File: src/scg_pkg.sv
// Shared constants and types of the system clock generator.
// Assumes one 50 MHz system clock; oscillators are modelled as tick enables.
package scg_pkg;

    ////////////////////////////////////////////////////////////////////////////////////
    // Rates
    localparam int CLK_HZ = 50_000_000; // System clock rate
    localparam int MAIN_OSC_HZ = 5_000_000; // Crystal main oscillator rate
    localparam int SUB_OSC_HZ = 32_768; // Subsystem oscillator rate
    localparam int MAIN_DIV = CLK_HZ / MAIN_OSC_HZ; // System clocks per main tick
    localparam int SUB_DIV = CLK_HZ / SUB_OSC_HZ; // System clocks per sub tick

    ////////////////////////////////////////////////////////////////////////////////////
    // Device register map
    localparam logic [15:0] ADDR_SUBOSC = 16'hFFF0; // suboscillator_mode
    localparam logic [15:0] ADDR_CSS = 16'hFFF2; // subclock_control_reg
    localparam logic [15:0] ADDR_PCC = 16'hFFFB; // processor_clock_control
    localparam logic [2:0] PCC_MCC_BIT = 3'h7; // main_osc_stop
    localparam logic [2:0] PCC_DIV_BIT = 3'h1; // main_divide_select
    localparam logic [2:0] SUBOSCILLATOR_MODE_FRC_BIT = 3'h1; // feedback_resistor_off
    localparam logic [2:0] SUBOSCILLATOR_MODE_SCC_BIT = 3'h0; // sub_osc_stop
    localparam logic [2:0] CSS_SEL_BIT = 3'h4; // sub_clock_select
    localparam logic [2:0] CSS_CLS_BIT = 3'h5; // cpu_on_sub_flag, read only
    localparam logic [7:0] PCC_RESET = 8'h02; // Divided main clock, oscillator on
    localparam logic [7:0] SUBOSCILLATOR_MODE_RESET = 8'h00; // Sub oscillator and resistor on
    localparam logic [7:0] CSS_RESET = 8'h00; // Main clock selected
    localparam logic [7:0] PCC_WMASK = 8'h82; // Writable bits
    localparam logic [7:0] SUBOSCILLATOR_MODE_WMASK = 8'h03; // Writable bits
    localparam logic [7:0] CSS_WMASK = 8'h10; // Writable bits
    localparam logic [1:0] MAIN_QUARTER_LAST = 2'h3; // Last phase of main/4
    localparam logic [7:0] BYTE_ZERO = 8'h00; // Idle read data

    ////////////////////////////////////////////////////////////////////////////////////
    // Controller register map (user port of the CPU end)
    localparam logic [3:0] HOST_WR_PCC = 4'h0; // Byte write to processor_clock_control
    localparam logic [3:0] HOST_WR_SUBOSC = 4'h1; // Byte write to suboscillator_mode
    localparam logic [3:0] HOST_WR_CSS = 4'h2; // Byte write to subclock_control_reg
    localparam logic [3:0] HOST_BIT_OP = 4'h3; // [1:0] target, [4:2] bit, [5] value
    localparam logic [3:0] HOST_FETCH = 4'h4; // Write: [1:0] target to read back
    localparam logic [3:0] HOST_FETCHED = 4'h5; // Read: last fetched byte
    localparam logic [3:0] HOST_STANDBY = 4'h6; // Write: [0] halt, [1] stop, [2] wake
    localparam logic [3:0] HOST_STATUS = 4'h7; // Read: link status, [7] refused
    localparam logic [1:0] TGT_PCC = 2'h0; // Target codes
    localparam logic [1:0] TGT_SUBOSC = 2'h1;
    localparam logic [1:0] TGT_CSS = 2'h2;

    ////////////////////////////////////////////////////////////////////////////////////
    // Types
    typedef enum logic {
        SCG_SRC_MAIN = 1'b0, // Main clock, whole or divided by four, drives the CPU
        SCG_SRC_SUB = 1'b1 // Subsystem clock drives the CPU
    } scg_src_t;

    typedef enum logic [1:0] {
        SCG_RUN = 2'b00, // CPU clock runs
        SCG_HALT = 2'b01, // CPU clock gated, oscillators run
        SCG_STOP = 2'b10 // Main oscillator stopped too
    } scg_mode_t;

endpackage

File: src/scg_link_if.sv
// Link between the clock generator and the CPU core that programs it.
// Both ends run on the same clock; nothing here is registered.
`timescale 1ns/1ps
`default_nettype none
interface scg_link_if;
    logic [15:0] addr; // Register address
    logic [7:0] wdata; // Byte write data
    logic wr; // Byte write strobe
    logic bit_wr; // Single-bit write strobe
    logic [2:0] bit_sel; // Bit index of a bit write
    logic bit_val; // Value of a bit write
    logic rd; // Read strobe
    logic [7:0] rdata; // Read data, valid the cycle after rd
    logic halt_req; // Enter HALT
    logic stop_req; // Enter STOP
    logic wake; // Leave standby
    logic cpu_tick; // CPU clock enable
    logic instr_tick; // One per least instruction time
    logic periph_tick; // Main clock enable for peripherals
    logic sub_tick; // Subsystem clock enable
    logic cpu_on_sub; // CPU runs from subsystem clock
    logic main_running; // Main oscillator running
    logic sub_running; // Sub oscillator running
    logic fb_res_off; // Sub feedback resistor disconnected
    logic in_halt; // HALT active
    logic in_stop; // STOP active

    modport dev (
        input addr, wdata, wr, bit_wr, bit_sel, bit_val, rd, halt_req, stop_req, wake,
        output rdata, cpu_tick, instr_tick, periph_tick, sub_tick, cpu_on_sub,
        output main_running, sub_running, fb_res_off, in_halt, in_stop
    );
    modport cpu (
        output addr, wdata, wr, bit_wr, bit_sel, bit_val, rd, halt_req, stop_req, wake,
        input rdata, cpu_tick, instr_tick, periph_tick, sub_tick, cpu_on_sub,
        input main_running, sub_running, fb_res_off, in_halt, in_stop
    );
endinterface
`default_nettype wire

File: src/scg_osc_div.sv
// Oscillator model: one tick every DIV system clocks while enabled.
// Assumes the enable comes from logic on the same clock.
`timescale 1ns/1ps
`default_nettype none
module scg_osc_div #(
    parameter int DIV = 10 // System clocks per oscillator period
) (
    input wire logic clk, // System clock
    input wire logic rst, // Asynchronous reset, active high
    input wire logic en, // Oscillator runs
    output logic tick // One-cycle pulse per period
);
    localparam int W = $clog2(DIV); // Counter width

    initial begin
        if (DIV < 2) begin
            $error("scg_osc_div: DIV must be at least 2");
        end
    end

    typedef struct packed {
        logic [W-1:0] count; // Position in the period
        logic tick; // Registered tick
    } scg_div_state_t;

    scg_div_state_t s; // Present state
    scg_div_state_t next_s; // Next state

    ////////////////////////////////////////////////////////////////////////////////////
    // Count while running; a stopped oscillator restarts from a full period
    always_comb begin
        next_s = s;
        next_s.tick = 1'b0;
        if (!en) begin
            next_s.count = '0;
        end else if (s.count == W'(DIV - 1)) begin
            next_s.count = '0;
            next_s.tick = 1'b1;
        end else begin
            next_s.count = s.count + W'(1);
        end
    end

    // State register
    always_ff @(posedge clk or posedge rst) begin
        if (rst) begin
            s <= '0;
        end else begin
            s <= next_s;
        end
    end

    assign tick = s.tick;
endmodule
`default_nettype wire

File: src/scg_clock_gen.sv
// Clock generator end: control registers, oscillator gating, CPU clock select
// and divide, standby modes. Clocks are delivered as one-cycle enables.
// Assumes the CPU end drives the link from flip-flops on the same clock.
`timescale 1ns/1ps
`default_nettype none
// Overview of operation
// - main oscillator stops on STOP or control bit
// - sub oscillator stopped only by its mode register
// - processor clock control resets to 02H
// - bit 7 set stops main oscillator
// - CPU clock main, main/4 or sub/2
// - software stops main only when on sub
// - software writes zero to reserved clock-control bits
// - instruction time is two CPU clocks
// - suboscillator mode resets to 00H
// - bit 1 disconnects sub feedback resistor
// - bit 0 set stops sub oscillator
// - resistor off only when subclock unused
// - software writes zero to suboscillator bits 2-7
// - registers take bit and byte writes
// - subclock control bit 4 picks CPU source
// - bit 5 reads back actual CPU source
// - main oscillator stopped while reset held
// - on subclock HALT allowed, STOP refused
module scg_clock_gen
    import scg_pkg::*;
#(
    parameter int MAIN_PERIOD = MAIN_DIV, // System clocks per main oscillator tick
    parameter int SUB_PERIOD = SUB_DIV // System clocks per sub oscillator tick
) (
    input wire logic clk, // System clock, 50 MHz
    input wire logic rst, // Asynchronous reset, active high
    scg_link_if.dev link // CPU side of the generator
);
    initial begin
        if (MAIN_PERIOD < 2 || SUB_PERIOD < 2) begin
            $error("scg_clock_gen: oscillator periods must be at least 2");
        end
    end

    typedef struct packed {
        logic main_osc_stop; // Main oscillator gate
        logic main_divide_select; // Main clock divided by four
        logic feedback_resistor_off; // Sub feedback resistor off
        logic sub_osc_stop; // Sub oscillator gate
        logic sub_clock_select; // Requested CPU source
        scg_src_t active_src; // Source actually driving the CPU
        scg_mode_t mode; // Standby state
        logic [1:0] phase; // CPU divide phase
        logic half; // Second CPU clock of an instruction slot
        logic [7:0] rdata; // Read data
        logic cpu_tick; // Registered outputs
        logic instr_tick;
        logic periph_tick;
        logic sub_tick;
        logic main_running;
        logic sub_running;
    } scg_gen_state_t;

    scg_gen_state_t s; // Present state
    scg_gen_state_t next_s; // Next state
    logic main_run; // Main oscillator enable
    logic main_tick; // Main oscillator tick
    logic sub_tick; // Sub oscillator tick
    logic [7:0] pcc_byte; // processor_clock_control as read
    logic [7:0] suboscillator_mode_byte; // suboscillator_mode as read
    logic [7:0] css_byte; // subclock_control_reg as read
    logic [7:0] pcc_new; // After this cycle's write
    logic [7:0] suboscillator_mode_new;
    logic [7:0] css_new;
    logic src_tick; // Tick of the active source

    // Byte or bit update of one register, write mask applied
    function automatic logic [7:0] merge(input logic [7:0] cur, input logic [7:0] mask,
                                         input logic hit);
        logic [7:0] upd;
        upd = cur;
        if (hit && link.wr) begin
            upd = link.wdata;
        end else if (hit && link.bit_wr) begin
            upd[link.bit_sel] = link.bit_val;
        end
        return upd & mask;
    endfunction

    ////////////////////////////////////////////////////////////////////////////////////
    // Oscillators
    // Reset clears main_osc_stop but holds the divider in reset, so no tick while held
    assign main_run = !s.main_osc_stop && (s.mode != SCG_STOP);

    scg_osc_div #(.DIV(MAIN_PERIOD)) main_osc (
        .clk(clk),
        .rst(rst),
        .en(main_run),
        .tick(main_tick)
    );

    // Only its own gate bit stops it; STOP leaves it running for the watch logic
    scg_osc_div #(.DIV(SUB_PERIOD)) sub_osc (
        .clk(clk),
        .rst(rst),
        .en(!s.sub_osc_stop),
        .tick(sub_tick)
    );

    ////////////////////////////////////////////////////////////////////////////////////
    // Register views; reserved bits read as zero
    always_comb begin
        pcc_byte = BYTE_ZERO;
        pcc_byte[PCC_MCC_BIT] = s.main_osc_stop;
        pcc_byte[PCC_DIV_BIT] = s.main_divide_select;
        suboscillator_mode_byte = BYTE_ZERO;
        suboscillator_mode_byte[SUBOSCILLATOR_MODE_FRC_BIT] = s.feedback_resistor_off;
        suboscillator_mode_byte[SUBOSCILLATOR_MODE_SCC_BIT] = s.sub_osc_stop;
        css_byte = BYTE_ZERO;
        css_byte[CSS_SEL_BIT] = s.sub_clock_select;
        css_byte[CSS_CLS_BIT] = s.active_src;
        pcc_new = merge(pcc_byte, PCC_WMASK, link.addr == ADDR_PCC);
        suboscillator_mode_new = merge(suboscillator_mode_byte, SUBOSCILLATOR_MODE_WMASK, link.addr == ADDR_SUBOSC);
        css_new = merge(css_byte, CSS_WMASK, link.addr == ADDR_CSS); // Status bit masked off
        src_tick = (s.active_src == SCG_SRC_SUB) ? sub_tick : main_tick;
    end

    ////////////////////////////////////////////////////////////////////////////////////
    // Next state
    always_comb begin
        next_s = s;
        // Register writes
        next_s.main_osc_stop = pcc_new[PCC_MCC_BIT];
        next_s.main_divide_select = pcc_new[PCC_DIV_BIT];
        next_s.feedback_resistor_off = suboscillator_mode_new[SUBOSCILLATOR_MODE_FRC_BIT];
        next_s.sub_osc_stop = suboscillator_mode_new[SUBOSCILLATOR_MODE_SCC_BIT];
        next_s.sub_clock_select = css_new[CSS_SEL_BIT];
        // Reads answer next cycle only; unmapped addresses read zero
        next_s.rdata = BYTE_ZERO;
        if (link.rd) begin
            unique case (link.addr)
                ADDR_PCC: next_s.rdata = pcc_byte;
                ADDR_SUBOSC: next_s.rdata = suboscillator_mode_byte;
                ADDR_CSS: next_s.rdata = css_byte;
                default: next_s.rdata = BYTE_ZERO;
            endcase
        end
        // Source switch waits for a tick of the new source so that no short
        // CPU period is produced; if the new oscillator is stopped it never
        // happens and the CPU clock stays stopped while active_src keeps the old source
        if (s.sub_clock_select != s.active_src) begin
            if ((s.sub_clock_select ? sub_tick : main_tick)) begin
                next_s.active_src = scg_src_t'(s.sub_clock_select);
                next_s.phase = 2'h0;
                next_s.half = 1'b0;
            end
        end
        // Standby
        unique case (s.mode)
            SCG_RUN: begin
                if (link.stop_req && s.active_src == SCG_SRC_MAIN) begin
                    next_s.mode = SCG_STOP;
                end else if (link.halt_req) begin
                    next_s.mode = SCG_HALT;
                end
            end
            SCG_HALT, SCG_STOP: begin
                if (link.wake) begin
                    next_s.mode = SCG_RUN;
                end
            end
            default: next_s.mode = SCG_RUN;
        endcase
        // CPU clock divide
        next_s.cpu_tick = 1'b0;
        next_s.instr_tick = 1'b0;
        if (s.sub_clock_select == s.active_src && src_tick) begin
            next_s.phase = s.phase + 2'h1;
            if (s.active_src == SCG_SRC_SUB) begin
                next_s.cpu_tick = s.phase[0];
            end else if (s.main_divide_select) begin
                next_s.cpu_tick = (s.phase == MAIN_QUARTER_LAST);
            end else begin
                next_s.cpu_tick = 1'b1;
            end
            // Standby gates the CPU clock from its entry cycle; the divider keeps counting
            if (next_s.mode != SCG_RUN) begin
                next_s.cpu_tick = 1'b0;
            end
        end
        // Instruction slot of two CPU clocks
        if (next_s.cpu_tick) begin
            next_s.half = !s.half;
            next_s.instr_tick = s.half;
        end
        next_s.periph_tick = main_tick;
        next_s.sub_tick = sub_tick;
        next_s.main_running = main_run;
        next_s.sub_running = !s.sub_osc_stop;
    end

    ////////////////////////////////////////////////////////////////////////////////////
    // State register; reset values come from the register reset bytes
    always_ff @(posedge clk or posedge rst) begin
        if (rst) begin
            s <= '0;
            s.main_osc_stop <= PCC_RESET[PCC_MCC_BIT];
            s.main_divide_select <= PCC_RESET[PCC_DIV_BIT];
            s.feedback_resistor_off <= SUBOSCILLATOR_MODE_RESET[SUBOSCILLATOR_MODE_FRC_BIT];
            s.sub_osc_stop <= SUBOSCILLATOR_MODE_RESET[SUBOSCILLATOR_MODE_SCC_BIT];
            s.sub_clock_select <= CSS_RESET[CSS_SEL_BIT];
            s.active_src <= SCG_SRC_MAIN;
            s.mode <= SCG_RUN;
        end else begin
            s <= next_s;
        end
    end

    ////////////////////////////////////////////////////////////////////////////////////
    // Outputs from flip-flops; in_halt and in_stop decoded from the mode register
    assign link.rdata = s.rdata;
    assign link.cpu_tick = s.cpu_tick;
    assign link.instr_tick = s.instr_tick;
    assign link.periph_tick = s.periph_tick;
    assign link.sub_tick = s.sub_tick;
    assign link.cpu_on_sub = s.active_src;
    assign link.main_running = s.main_running;
    assign link.sub_running = s.sub_running;
    assign link.fb_res_off = s.feedback_resistor_off;
    assign link.in_halt = (s.mode == SCG_HALT);
    assign link.in_stop = (s.mode == SCG_STOP);
endmodule
`default_nettype wire

File: src/flat_wrapper.sv
// flat-port wrapper written by rule: the top's interface ports become plain ports
module scg_clock_gen_flat import scg_pkg::*;
#(
    parameter int MAIN_PERIOD = MAIN_DIV,                                          
    parameter int SUB_PERIOD = SUB_DIV                                         
)
  (clk, rst, link_addr, link_wdata, link_wr, link_bit_wr, link_bit_sel, link_bit_val, link_rd, link_halt_req, link_stop_req, link_wake, link_rdata, link_cpu_tick, link_instr_tick, link_periph_tick, link_sub_tick, link_cpu_on_sub, link_main_running, link_sub_running, link_fb_res_off, link_in_halt, link_in_stop);
  scg_link_if link_i ();
  input wire logic clk;
  input wire logic rst;
  input wire logic [$bits(link_i.addr)-1:0] link_addr;
  input wire logic [$bits(link_i.wdata)-1:0] link_wdata;
  input wire logic [$bits(link_i.wr)-1:0] link_wr;
  input wire logic [$bits(link_i.bit_wr)-1:0] link_bit_wr;
  input wire logic [$bits(link_i.bit_sel)-1:0] link_bit_sel;
  input wire logic [$bits(link_i.bit_val)-1:0] link_bit_val;
  input wire logic [$bits(link_i.rd)-1:0] link_rd;
  input wire logic [$bits(link_i.halt_req)-1:0] link_halt_req;
  input wire logic [$bits(link_i.stop_req)-1:0] link_stop_req;
  input wire logic [$bits(link_i.wake)-1:0] link_wake;
  output wire logic [$bits(link_i.rdata)-1:0] link_rdata;
  output wire logic [$bits(link_i.cpu_tick)-1:0] link_cpu_tick;
  output wire logic [$bits(link_i.instr_tick)-1:0] link_instr_tick;
  output wire logic [$bits(link_i.periph_tick)-1:0] link_periph_tick;
  output wire logic [$bits(link_i.sub_tick)-1:0] link_sub_tick;
  output wire logic [$bits(link_i.cpu_on_sub)-1:0] link_cpu_on_sub;
  output wire logic [$bits(link_i.main_running)-1:0] link_main_running;
  output wire logic [$bits(link_i.sub_running)-1:0] link_sub_running;
  output wire logic [$bits(link_i.fb_res_off)-1:0] link_fb_res_off;
  output wire logic [$bits(link_i.in_halt)-1:0] link_in_halt;
  output wire logic [$bits(link_i.in_stop)-1:0] link_in_stop;
  assign link_i.addr = link_addr;
  assign link_i.wdata = link_wdata;
  assign link_i.wr = link_wr;
  assign link_i.bit_wr = link_bit_wr;
  assign link_i.bit_sel = link_bit_sel;
  assign link_i.bit_val = link_bit_val;
  assign link_i.rd = link_rd;
  assign link_i.halt_req = link_halt_req;
  assign link_i.stop_req = link_stop_req;
  assign link_i.wake = link_wake;
  assign link_rdata = link_i.rdata;
  assign link_cpu_tick = link_i.cpu_tick;
  assign link_instr_tick = link_i.instr_tick;
  assign link_periph_tick = link_i.periph_tick;
  assign link_sub_tick = link_i.sub_tick;
  assign link_cpu_on_sub = link_i.cpu_on_sub;
  assign link_main_running = link_i.main_running;
  assign link_sub_running = link_i.sub_running;
  assign link_fb_res_off = link_i.fb_res_off;
  assign link_in_halt = link_i.in_halt;
  assign link_in_stop = link_i.in_stop;
  scg_clock_gen #(.MAIN_PERIOD(MAIN_PERIOD), .SUB_PERIOD(SUB_PERIOD)) u_core (.clk(clk), .rst(rst), .link(link_i));
endmodule
File: config.mk
export PLATFORM = sky130hd
export DESIGN_NAME = scg_clock_gen_flat
export DESIGN_NICKNAME = d
export VERILOG_FILES = /design/src/scg_pkg.sv /design/src/scg_link_if.sv /design/src/scg_osc_div.sv /design/src/scg_clock_gen.sv /design/src/flat_wrapper.sv
export SDC_FILE = /design/constraint.sdc
export NUM_CORES = 1
export LEC_CHECK = 0
export BUFFER_PORTS_ARGS = -buffer_cell sky130_fd_sc_hd__buf_2
export CAP_MARGIN = 25
export CORE_UTILIZATION = 47
export CTS_CLUSTER_SIZE = 16
export DETAILED_ROUTE_END_ITERATION = 8
export PLACE_DENSITY = 0.75
export SYNTH_ARGS = -nofsm -noshare
export SYNTH_HDL_FRONTEND = slang
export SYNTH_HIERARCHICAL = 1
export SYNTH_SLANG_ARGS = --single-unit
File: constraint.sdc
create_clock -name clk -period 1.58 [get_ports clk]
set_input_delay 0.316 -clock clk [delete_from_list [all_inputs] [get_ports clk]]
set_output_delay 0.316 -clock clk [all_outputs]
set_load 0.005 [all_outputs]
==> impl_metrics.json, run 1 <==
{
  "gr-total-overflow": 0,
  "min_period_ps": 1530,
  "dp.final_hpwl_um": 3170,
  "internal_power_w": 0.00183,
  "wire_per_inst_um": 13.5,
  "antenna_found_initial": 0,
  "synth_seq_cells": 39,
  "crit_fanout": 4,
  "dp_slack_ps": -353,
  "area_growth_pct": 28.8,
  "synth-seq-area-share_pct": 47.5,
  "p_clk_share_pct": 24.1,
  "clockBufferDepth": 2,
  "fillers": 315,
  "required_ps": 1760,
  "syn_inst": 203,
  "cp-start-kind": "flop",
  "power.total_w": 0.00266,
  "status": "finished, final reports clean",
  "drc": 0,
  "cts_buffers": 5,
  "grt_max_degree": 16,
  "rsz0062_at_grt": "yes",
  "wirelength_um": 4390,
  "pin_count": 54,
  "grt_pass1_wl_um": 7040,
  "synth_area_leaders": "dfrtp_1, ha_1, nand2_1",
  "vias": 1678,
  "fp.dieW_um": 68.2,
  "root_buffer": "clkbuf_8",
  "vias_per_cell": 5.15,
  "maxCapViolCount": 0,
  "cts_max_level": 2,
  "hp-class": "input pin to flop",
  "cts.clk_slew.worst_paths_ps": 70,
  "layout.nets": 320,
  "ant_nets": 0,
  "switching_share_pct": 31.3,
  "seq_power_share_pct": 48.7,
  "dr.pass1.iters": 4,
  "ys.flop_type": "dfrtp_1",
  "dieArea_mm2": 0.00465,
  "pwr-share-comb_pct": 27.2,
  "grt_pass1_vias": 1573,
  "cts.sinks": 39,
  "yosys.area.top_type": "dfrtp_1",
  "fmax_ghz": 0.656,
  "powerDensity_mw_per_mm2": 1010,
  "fin_skew_ps": 6.14,
  "start_util_pct": 50.0,
  "setup_viol_count_final": 0,
  "critPathKind": "flop to flop",
  "fin_crit_sh_pct": 96.5,
  "ir_drop_mv": 0.687,
  "grt_use_total_pct": 21.0,
  "holdWs_ps": 296,
  "syn_area_mm2": 0.00206,
  "insertion_delay_ps": 300,
  "die_h_um": 68.2,
  "synthArstFlopShare_pct": 100,
  "synth_edf_count": 0,
  "core_mm2": 0.00412,
  "drtIter0Drc": 98,
  "synth_top_area_share_pct": 46.2,
  "syn-mean-instance-area_um2": 10.1,
  "row_count": 23,
  "worstPathArrival_ps": 1710,
  "leakage_nw": 1.30,
  "numPortBuffers": 46,
  "report.final.hold_viol_count": 0,
  "p_sw_w": 0.000834,
  "gp_congestion": 0.873,
  "drive_gt1_share_pct": 39.5,
  "layout_setup_ws_ps": 54.6,
  "slew_violations": 0,
  "ys_types": 53,
  "cts_tree": "done",
  "synth.yosys.warnings": 6,
  "diodes": 0,
  "cp-end-kind": "flop"
}
==> registers in the layout (all words and copies together) (netlist names) <==
name,cells
u_core/link.cpu_tick,1
u_core/link.rdata,5
u_core/link.sub_running,1
u_core/link.periph_tick,1
u_core/link.main_running,1
u_core/sub_osc/tick,1
u_core/main_osc/tick,1
u_core/s,6
u_core/link.cpu_on_sub,1
u_core/sub_osc/s,11
u_core/link.sub_tick,1
u_core/css_byte,1
u_core/link.instr_tick,1
u_core/link.fb_res_off,1
u_core/pcc_byte,2
u_core/main_osc/s,4
==> cells by family after synthesis <==
logic type	after synthesis	share of synthesized area [%]
muxes	3	1.52
and+or+nand+nor	87	25.4
buffers and inverters	27	6.38
AOI/OAI and AO/OA	32	11.4
DFF	39	47.5
other	1	0.182
adders and majority gates	9	5.47
xor gates and xnor gates	5	2.13
==> what timing repair did <==
item                       CTS  global route
pin swaps                    6             5
hold endpoints to repair    11             0
setup buffers                1             5
hold buffers                 1             0
resized for setup            4            15
setup endpoints to repair    4            10
==> worst paths after layout <==
| check | startpoint | end | slack (ps) | depth (start not counted) |
|---|---|---|---|---|
| max in group asynchronous | rst | u_core/link.rdata[5]$_DFF_PP0_ | 560 | 4 |
| hold / removal | link_wdata[0] | u_core/s[21]$_DFFE_PP0P_ | 300 | 2 |
| hold reg to reg | u_core/main_osc/tick$_DFF_PP0_ | u_core/link.periph_tick$_DFF_PP0_ | 390 | 0 |
| setup / recovery | u_core/sub_osc/s[2]$_DFF_PP0_ | u_core/sub_osc/s[8]$_DFF_PP0_ | 50 | 6 |
| min in group asynchronous | rst | u_core/main_osc/tick$_DFF_PP0_ | 470 | 3 |
| setup reg to reg | u_core/sub_osc/s[2]$_DFF_PP0_ | u_core/sub_osc/s[8]$_DFF_PP0_ | 50 | 6 |
==> cells in the mapped netlist, drive strengths merged (3+ instances only) <==
| library cell | n |
|---|---|
| nand2b | 4 |
| buf | 8 |
| a21oi | 8 |
| nand2 | 20 |
| nor3b | 3 |
| xor2 | 4 |
| o21ai | 7 |
| ha | 9 |
| nand4 | 7 |
| nand3 | 6 |
| and3 | 5 |
| nor3 | 8 |
| nor2 | 17 |
| inv | 18 |
| o221a | 3 |
| nor2b | 3 |
| dfrtp | 38 |
==> power by group through the flow <==
stage / logic [W] / clock network (W) / registers (W)
after floorplan: 0.000376 / 0 / 0.00129
after global placement: 0.000599 / 0 / 0.00130
after detailed placement: 0.000623 / 0 / 0.00131
after CTS: 0.000641 / 0.000666 / 0.00129
after global routing: 0.000823 / 0.000715 / 0.00133
final: 0.000725 / 0.000642 / 0.00130
==> routing by layer <==
layer	global-route usage [%]	part of all wire, %	up-vias
met5	0	0	-
met4	11.5	1.1	0
met3	4.17	4.3	4
met2	33.7	51	35
met1	26.3	44	790
li1	-	-	849
==> layout make-up <==
class                   count  area [um2]  area share [%]
well taps                  50        62.6            2.36
clock buffers               8        80.1            3.02
multi-input cells         139        1020            38.6
repair buffers             72         438            16.5
inverters                  18        67.6            2.55
flip-flops and latches     39         980            37.0
==> metrics by stage <==
stage / TNS (ps) / cells / area, um2 / util (%)
after floorplan: -648 / 205 / 2070 / -
after global placement: -2280 / 311 / 2440 / 59.4
after detailed placement: -2670 / 311 / 2440 / 59.4
after CTS: 0 / 321 / 2560 / 62.2
after global routing: -113 / 326 / 2650 / 64.4
final: 0 / 326 / 2650 / 64.4
==> cells in the final DEF (no fill, tap or decap), types with 4 or more instances in the layout <==
cell type   n
buf_2      45
dfrtp_1    36
buf_4      24
nand2_1    19
nor2_1     17
inv_1      15
a21oi_1     7
nand4_1     6
nand3_1     6
o21ai_0     6
clkbuf_8    5
nor3_1      5
nand2b_1    4
and3_1      4
ha_2        4
ha_1        4
xor2_1      4
==> critical path, stage by stage, from the launching register on <==
cell     delay (ps)
dfrtp_2         450
inv_2            60
ha_2            170
nand4_1         160
buf_4           190
o21a_1          160
o221a_2         240
Note: power is estimated with default switching activity, not from simulation.
==> run 2, diff against run 1 <==
BUFFER_PORTS_ARGS = -buffer_cell sky130_fd_sc_hd__buf_4   (was -buffer_cell sky130_fd_sc_hd__buf_2)
PLACE_DENSITY = not set   (was 0.75)
PLACE_DENSITY_LB_ADDON = 0.1   (was not set)
RECOVER_POWER = 100   (was not set)
==> run 2 against run 1 <==
- the flow now finishes with violations (negative setup slack)
- sequential power hardly changed
- wire length shrank 3.0%
- combinational power rose by 19%
- flip-flop and latch count did not move
- via count increased by 1.1%
- setup slack worse by 59 ps
- worst hold slack got worse by 2.2 ps
- sequential share of layout area down 2.6 points
- clock skew rose by 1.2 ps
- register-to-register slack worse by 20 ps
- clock power grew 31%
- critical endpoint is now u_core/s[21]$_DFFE_PP0P_
==> impl_metrics.json, run 2 (synthesis results as in run 1) <==
{
  "status": "finished with violations",
  "failed_checks": "negative setup slack",
  "vias": 1697,
  "top_register": "u_core/sub_osc/s",
  "gr-total-overflow": 0,
  "dp.final_hpwl_um": 3130,
  "vias_per_cell": 5.21,
  "final_common_cell": "buf_4",
  "powerDensity_mw_per_mm2": 1050,
  "cts_max_level": 2,
  "critical_path.max_stage_delay_ps": 550,
  "cp-end-kind": "flop",
  "row_count": 23,
  "fin_tns_setup_ps": -4.59,
  "fin_skew_ps": 7.38,
  "setup_viol_count_final": 1,
  "rsz0062_at_grt": "yes",
  "root_buffer": "clkbuf_8",
  "antenna_found_initial": 0,
  "pwr-share-comb_pct": 28.8,
  "leakage_nw": 1.36,
  "fillers": 335,
  "cts_buffers": 5,
  "min_period_ps": 1580,
  "layout_setup_ws_ps": -4.59,
  "maxSlewHeadroom_pct": 64.8,
  "die_h_um": 68.2,
  "final_cell_mix": "buf_4, dfrtp_1, nand2_1, nor2_1, inv_1",
  "worst_pin_slew_ps": 528,
  "required_ps": 1740,
  "ir_drop_mv": 0.532,
  "start_util_pct": 50.0,
  "drc": 0,
  "design_area_mm2": 0.00285,
  "worstPathArrival_ps": 1750,
  "area_growth_pct": 38.4,
  "diodes": 0,
  "grt_max_degree": 23,
  "layout.nets": 320,
  "cp_cell_sequence": "buf_6 -> nand4b_1 -> or4_4 -> nor4_4 -> a21oi_1 -> o221a_1",
  "reg2reg_depth": 7,
  "cts.clk_slew.worst_paths_ps": 70,
  "wirelength_um": 4260,
  "dp_slack_ps": -306,
  "insertion_delay_ps": 280,
  "report.final.hold_viol_count": 0,
  "wire_per_inst_um": 13.1,
  "grt_pass1_wl_um": 6870,
  "dieArea_mm2": 0.00465,
  "pin_count": 54,
  "internal_power_w": 0.00213,
  "hold_depth": 2,
  "seq_power_share_pct": 43.2,
  "critPathKind": "input pin to flop",
  "dr.pass1.iters": 4,
  "drive_gt1_share_pct": 41.3,
  "fmax_ghz": 0.631,
  "drtIter0Drc": 69,
  "grt_pass1_vias": 1634,
  "gp_congestion": 0.851,
  "cts.sinks": 39,
  "numPortBuffers": 46,
  "crit_fanout": 5,
  "slowest_stage": "or4_4",
  "p_sw_w": 0.000873,
  "p_clk_share_pct": 27.9,
  "maxCapViolCount": 0,
  "cp-start-kind": "input pin",
  "fin_crit_sh_pct": 100,
  "fp.dieW_um": 68.2,
  "largest_reg_flops": 11,
  "cts_tree": "done",
  "core_mm2": 0.00412,
  "clockBufferDepth": 2,
  "slew_violations": 0,
  "switching_share_pct": 29.1,
  "ant_nets": 0,
  "hp-class": "input pin to flop",
  "grt_use_total_pct": 20.0,
  "placed_cell_area_mm2": 0.00257
}
## run 2: cell count changes in the layout (fill, tap and decap cells not counted), moves of 2 or more
| cell | before | now |
|---|---|---|
| buf_2 | 45 | 0 |
| buf_4 | 24 | 56 |
| clkbuf_1 | 3 | 1 |
| clkbuf_4 | 0 | 11 |
| ha_2 | 4 | 1 |
| ha_4 | 1 | 5 |
## run 2: power groups by stage
| stage | clock network (W) | registers [W] | logic, W |
|---|---|---|---|
| 3_5_place_dp | 0 | 0.00131 | 0.000664 |
| 2_1_floorplan | 0 | 0.00129 | 0.000376 |
| 4_1_cts | 0.000859 | 0.00129 | 0.000719 |
| 5_1_grt | 0.000900 | 0.00132 | 0.000960 |
| 3_3_place_gp | 0 | 0.00131 | 0.000639 |
| 6_report | 0.000838 | 0.00130 | 0.000866 |
## run 2: per-layer routing
layer	up-vias	GRT usage, %	wire, um
met2	27	36.9	2310
met4	0	6.25	34
li1	844	-	-
met5	-	0	0
met1	822	23.0	1810
met3	4	4.00	104
## run 2: worst paths after layout
| path | startpoint | to | slack [ps] |
|---|---|---|---|
| setup / recovery | link_addr[2] | u_core/s[21]$_DFFE_PP0P_ | -5 |
| hold / removal | link_rd | u_core/link.rdata[1]$_DFF_PP0_ | 290 |
| setup reg to reg | u_core/s[18]$_DFF_PP0_ | u_core/s[14]$_DFFE_PP0P_ | 30 |
| hold reg to reg | u_core/main_osc/tick$_DFF_PP0_ | u_core/link.periph_tick$_DFF_PP0_ | 400 |
| max in group asynchronous | rst | u_core/pcc_byte[1]$_DFFE_PP1P_ | 480 |
| min in group asynchronous | rst | u_core/main_osc/s[4]$_DFF_PP0_ | 500 |
## run 2: cell type report
class	count	area, um2	area share [%]
Clock buffer	6	82.6	2.90
Inverter	18	67.6	2.37
Multi-Input combinational cell	139	1080	37.9
Timing Repair Buffer	72	544	19.1
Tap cell	50	62.6	2.20
Sequential cell	39	978	34.3
Clock inverter	2	35.0	1.23
## run 2: what timing repair did
action,CTS,global route
hold buffers,1,0
hold endpoints to repair,5,0
resized for setup,2,25
setup endpoints to repair,4,12
pin swaps,3,6
setup buffers,3,3
## run 2: critical path: cells and delay by family
kind / cells / cell delay (ps)
simple gates: 3 / 950
compound gates: 2 / 390
buf+inv: 1 / 90
## run 2: through the flow
stage          utilization [%]  hold WS, ps  total power (W)  std cells
2_1_floorplan                -         94.5          0.00167        205
3_3_place_gp              62.4          253          0.00195        312
3_5_place_dp              62.4          257          0.00197        312
4_1_cts                   66.2          291          0.00287        324
5_1_grt                   69.2          292          0.00318        326
6_report                  69.2          294          0.00300        326
==> run 3, diff against run 2 <==
CELL_PAD_IN_SITES_DETAIL_PLACEMENT = 0   (was not set)
CELL_PAD_IN_SITES_GLOBAL_PLACEMENT = 1   (was not set)
CORE_UTILIZATION = 36   (was 47)
GPL_TIMING_DRIVEN = 0   (was not set)
SYNTH_HIERARCHICAL = not set   (was 1)
==> run 3 against run 2 <==
- the run now ends clean
- maximum frequency up 3.7%
- sequential power down 9%
- clock-buffer cell count unchanged
- highest routed layer unchanged
==> impl_metrics.json, run 3 <==
{
  "hp-class": "input pin to async pin",
  "synth_compound_area_share_pct": 7.33,
  "reg2reg_from": "u_core.link.cpu_on_sub$_DFFE_PP0P_",
  "ys.flop_type": "dfrtp_1",
  "synth_edf_count": 0,
  "maxCapViolCount": 0,
  "drive_gt1_share_pct": 36.5,
  "syn_area_mm2": 0.00201,
  "critPathKind": "flop to flop",
  "top_register": "u_core.sub_osc.s",
  "reg2reg_depth": 4,
  "dp.final_hpwl_um": 2700,
  "cp-start-kind": "flop",
  "clockBufferDepth": 2,
  "final_common_cell": "buf_4",
  "synthSimpleGateAreaFrac_pct": 24.3,
  "design_area_mm2": 0.00273,
  "gr-total-overflow": 0,
  "die_h_um": 76.8,
  "grt_pass1_vias": 1535,
  "cts_max_level": 2,
  "crit_fanout": 10,
  "area_growth_pct": 35.5,
  "cts_buffers": 5,
  "gp_congestion": 0.723,
  "fin_cells": 330,
  "synthXorXnorAreaFrac_pct": 4.35,
  "pin_count": 54,
  "antenna_found_initial": 0,
  "place_inst": 315,
  "muxShareOfSynthArea_pct": 3.11,
  "row_count": 26,
  "yosys.area.top_type": "dfrtp_1",
  "wirelength_um": 3930,
  "holdBufCountCts": 0,
  "synth-seq-area-share_pct": 48.5,
  "critical_path.max_stage_delay_ps": 410,
  "status": "finished, final reports clean",
  "synth_top_area_share_pct": 47.2,
  "diodes": 0,
  "dr.pass1.iters": 4,
  "syn_inst": 197,
  "powerDensity_mw_per_mm2": 1030,
  "fmax_ghz": 0.654,
  "min_period_ps": 1530,
  "rsz0062_at_grt": "yes",
  "cts.sinks": 39,
  "ys_types": 45,
  "setup_viol_count_final": 0,
  "synth.yosys.warnings": 0,
  "grt_pass1_wl_um": 6860,
  "synth_area_leaders": "dfrtp_1, ha_1, nor2_1",
  "cp_cell_sequence": "clkbuf_2 -> o32a_1 -> nor3_4 -> mux2i_1",
  "cp-end-kind": "flop",
  "root_buffer": "clkbuf_8",
  "syn-mean-instance-area_um2": 10.2,
  "placed_cell_area_mm2": 0.00245,
  "drtIter0Drc": 55,
  "layout.nets": 304,
  "maxSlewHeadroom_pct": 45.7,
  "ir_drop_mv": 0.536,
  "cts_tree": "done",
  "synthAdderAreaFrac_pct": 5.59,
  "post-synth-top-count-cell": "dfrtp_1",
  "final_util_pct": 52.1,
  "largest_reg_flops": 11,
  "fin_crit_sh_pct": 96.7,
  "ys_top_cells_by_count": "dfrtp_1, nor2_1, inv_1",
  "wire_per_inst_um": 11.9,
  "ant_nets": 0,
  "leakage_nw": 1.33,
  "synth_top_family_by_area": "simple AND/OR/NAND/NOR gates",
  "slowest_stage": "o32a_1",
  "core_mm2": 0.00524,
  "fin_skew_ps": 10.3,
  "grt_use_total_pct": 14.5,
  "final_cell_mix": "buf_4, dfrtp_1, nor2_1, nand2_1, inv_1",
  "insertion_delay_ps": 290,
  "slew_violations": 0,
  "numPortBuffers": 46,
  "worst_pin_slew_ps": 813,
  "start_util_pct": 38.5,
  "dieArea_mm2": 0.00590,
  "grt_max_degree": 40,
  "fp.dieW_um": 76.8,
  "vias": 1538,
  "required_ps": 1790,
  "worstPathArrival_ps": 1740,
  "drc": 0,
  "vias_per_cell": 4.66,
  "worstReg2RegEnd": "u_core.s[14]$_DFFE_PP0P_",
  "synthArstFlopShare_pct": 100,
  "reg2reg_slack_ps": 50,
  "synth_seq_cells": 39,
  "cts.clk_slew.worst_paths_ps": 80,
  "report.final.hold_viol_count": 0
}
==> run 3: changes by cell type after synthesis, sizes merged, moves of 3 or more <==
cell    delta
nor2       +6
xnor2      +6
nand3b     +4
nand2b     +3
o21ai      -3
nand2      -6
o221a      -3
nor3       -5
==> run 3: critical path: cells and delay by family, from the launching register on <==
kind / cells / cell delay [ps]
AO/OA/AOI/OAI: 1 / 410
flip-flops: 1 / 400
AND/OR/NAND/NOR: 1 / 250
multiplexers: 1 / 200
buffers and inverters: 1 / 190
==> run 3: timing repair <==
action                                  in CTS  in global routing
endpoints found under the setup margin       5                 14
gates resized for setup                      8                 16
gates cloned                                 0                  1
setup buffers                                6                  0
hold endpoints to repair                     0                  0
pin swaps                                    3                  5
==> run 3: cell families (layout without fill, tap and decap cells) <==
logic type / Yosys count / in the layout
AO/OA/AOI/OAI: 24 / 24
buffers and inverters: 27 / 88
other: 1 / 3
AND/OR/NAND/NOR: 82 / 82
multiplexers: 5 / 5
flip-flops: 39 / 39
XOR/XNOR: 10 / 10
adder cells (fa/ha/maj): 9 / 9
==> run 3: power breakdown <==
part	internal (W)	switching [W]
combinational	0.000415	0.000361
clock	0.000511	0.000343
sequential	0.00109	0.0000922
total	0.00202	0.000796
==> run 3: area by class of cell <==
type / count / area [um2]
clock inverters: 2 / 35.0
plain buffers: 11 / 77.6
clock buffers: 6 / 82.6
multi-input cells: 133 / 1010
well taps: 70 / 87.6
fillers: 483 / 2510
repair buffers: 53 / 395
inverters: 16 / 60.1
flip-flops and latches: 39 / 977
==> run 3: worst max-delay path by stage <==
| stage | startpoint | endpoint | slack, ps | cells past startpoint |
|---|---|---|---|---|
| final | u_core.link.cpu_on_sub$_DFFE_PP0P_ | u_core.s[14]$_DFFE_PP0P_ | 50 | 4 |
| after global routing | u_core.s[18]$_DFF_PP0_ | u_core.s[14]$_DFFE_PP0P_ | -70 | 7 |
| after CTS | u_core.css_byte[4]$_DFFE_PP0P_ | u_core.s[14]$_DFFE_PP0P_ | 5 | 5 |
| after detailed placement | u_core.s[17]$_DFF_PP0_ | u_core.s[14]$_DFFE_PP0P_ | -120 | 7 |
| after global placement | rst | u_core.pcc_byte[7]$_DFFE_PP0P_ | -200 | 2 |
| after floorplan | u_core.s[17]$_DFF_PP0_ | u_core.s[14]$_DFFE_PP0P_ | 50 | 7 |
==> run 3: metrics by stage <==
| stage | total power, W | hold slack, ps | TNS, ps | worst slack [ps] |
|---|---|---|---|---|
| 2_1_floorplan | 0.00148 | 424 | 0 | 47.4 |
| 3_3_place_gp | 0.00166 | 465 | -7920 | -200 |
| 3_5_place_dp | 0.00166 | 469 | -246 | -119 |
| 4_1_cts | 0.00270 | 216 | 0 | 4.68 |
| 5_1_grt | 0.00298 | 268 | -89.1 | -66.1 |
| 6_report | 0.00281 | 188 | 0 | 51.4 |
==> run 3: per-layer routing <==
| metal | GRT usage [%] | share of wire (%) | wire length (um) | up-vias |
|---|---|---|---|---|
| met4 | 4.81 | 0.92 | 36 | 0 |
| li1 | - | - | - | 781 |
| met3 | 3.69 | 4.8 | 188 | 4 |
| met1 | 18.9 | 46 | 1800 | 713 |
| met5 | 0 | 0 | 0 | - |
| met2 | 23.3 | 48 | 1900 | 40 |
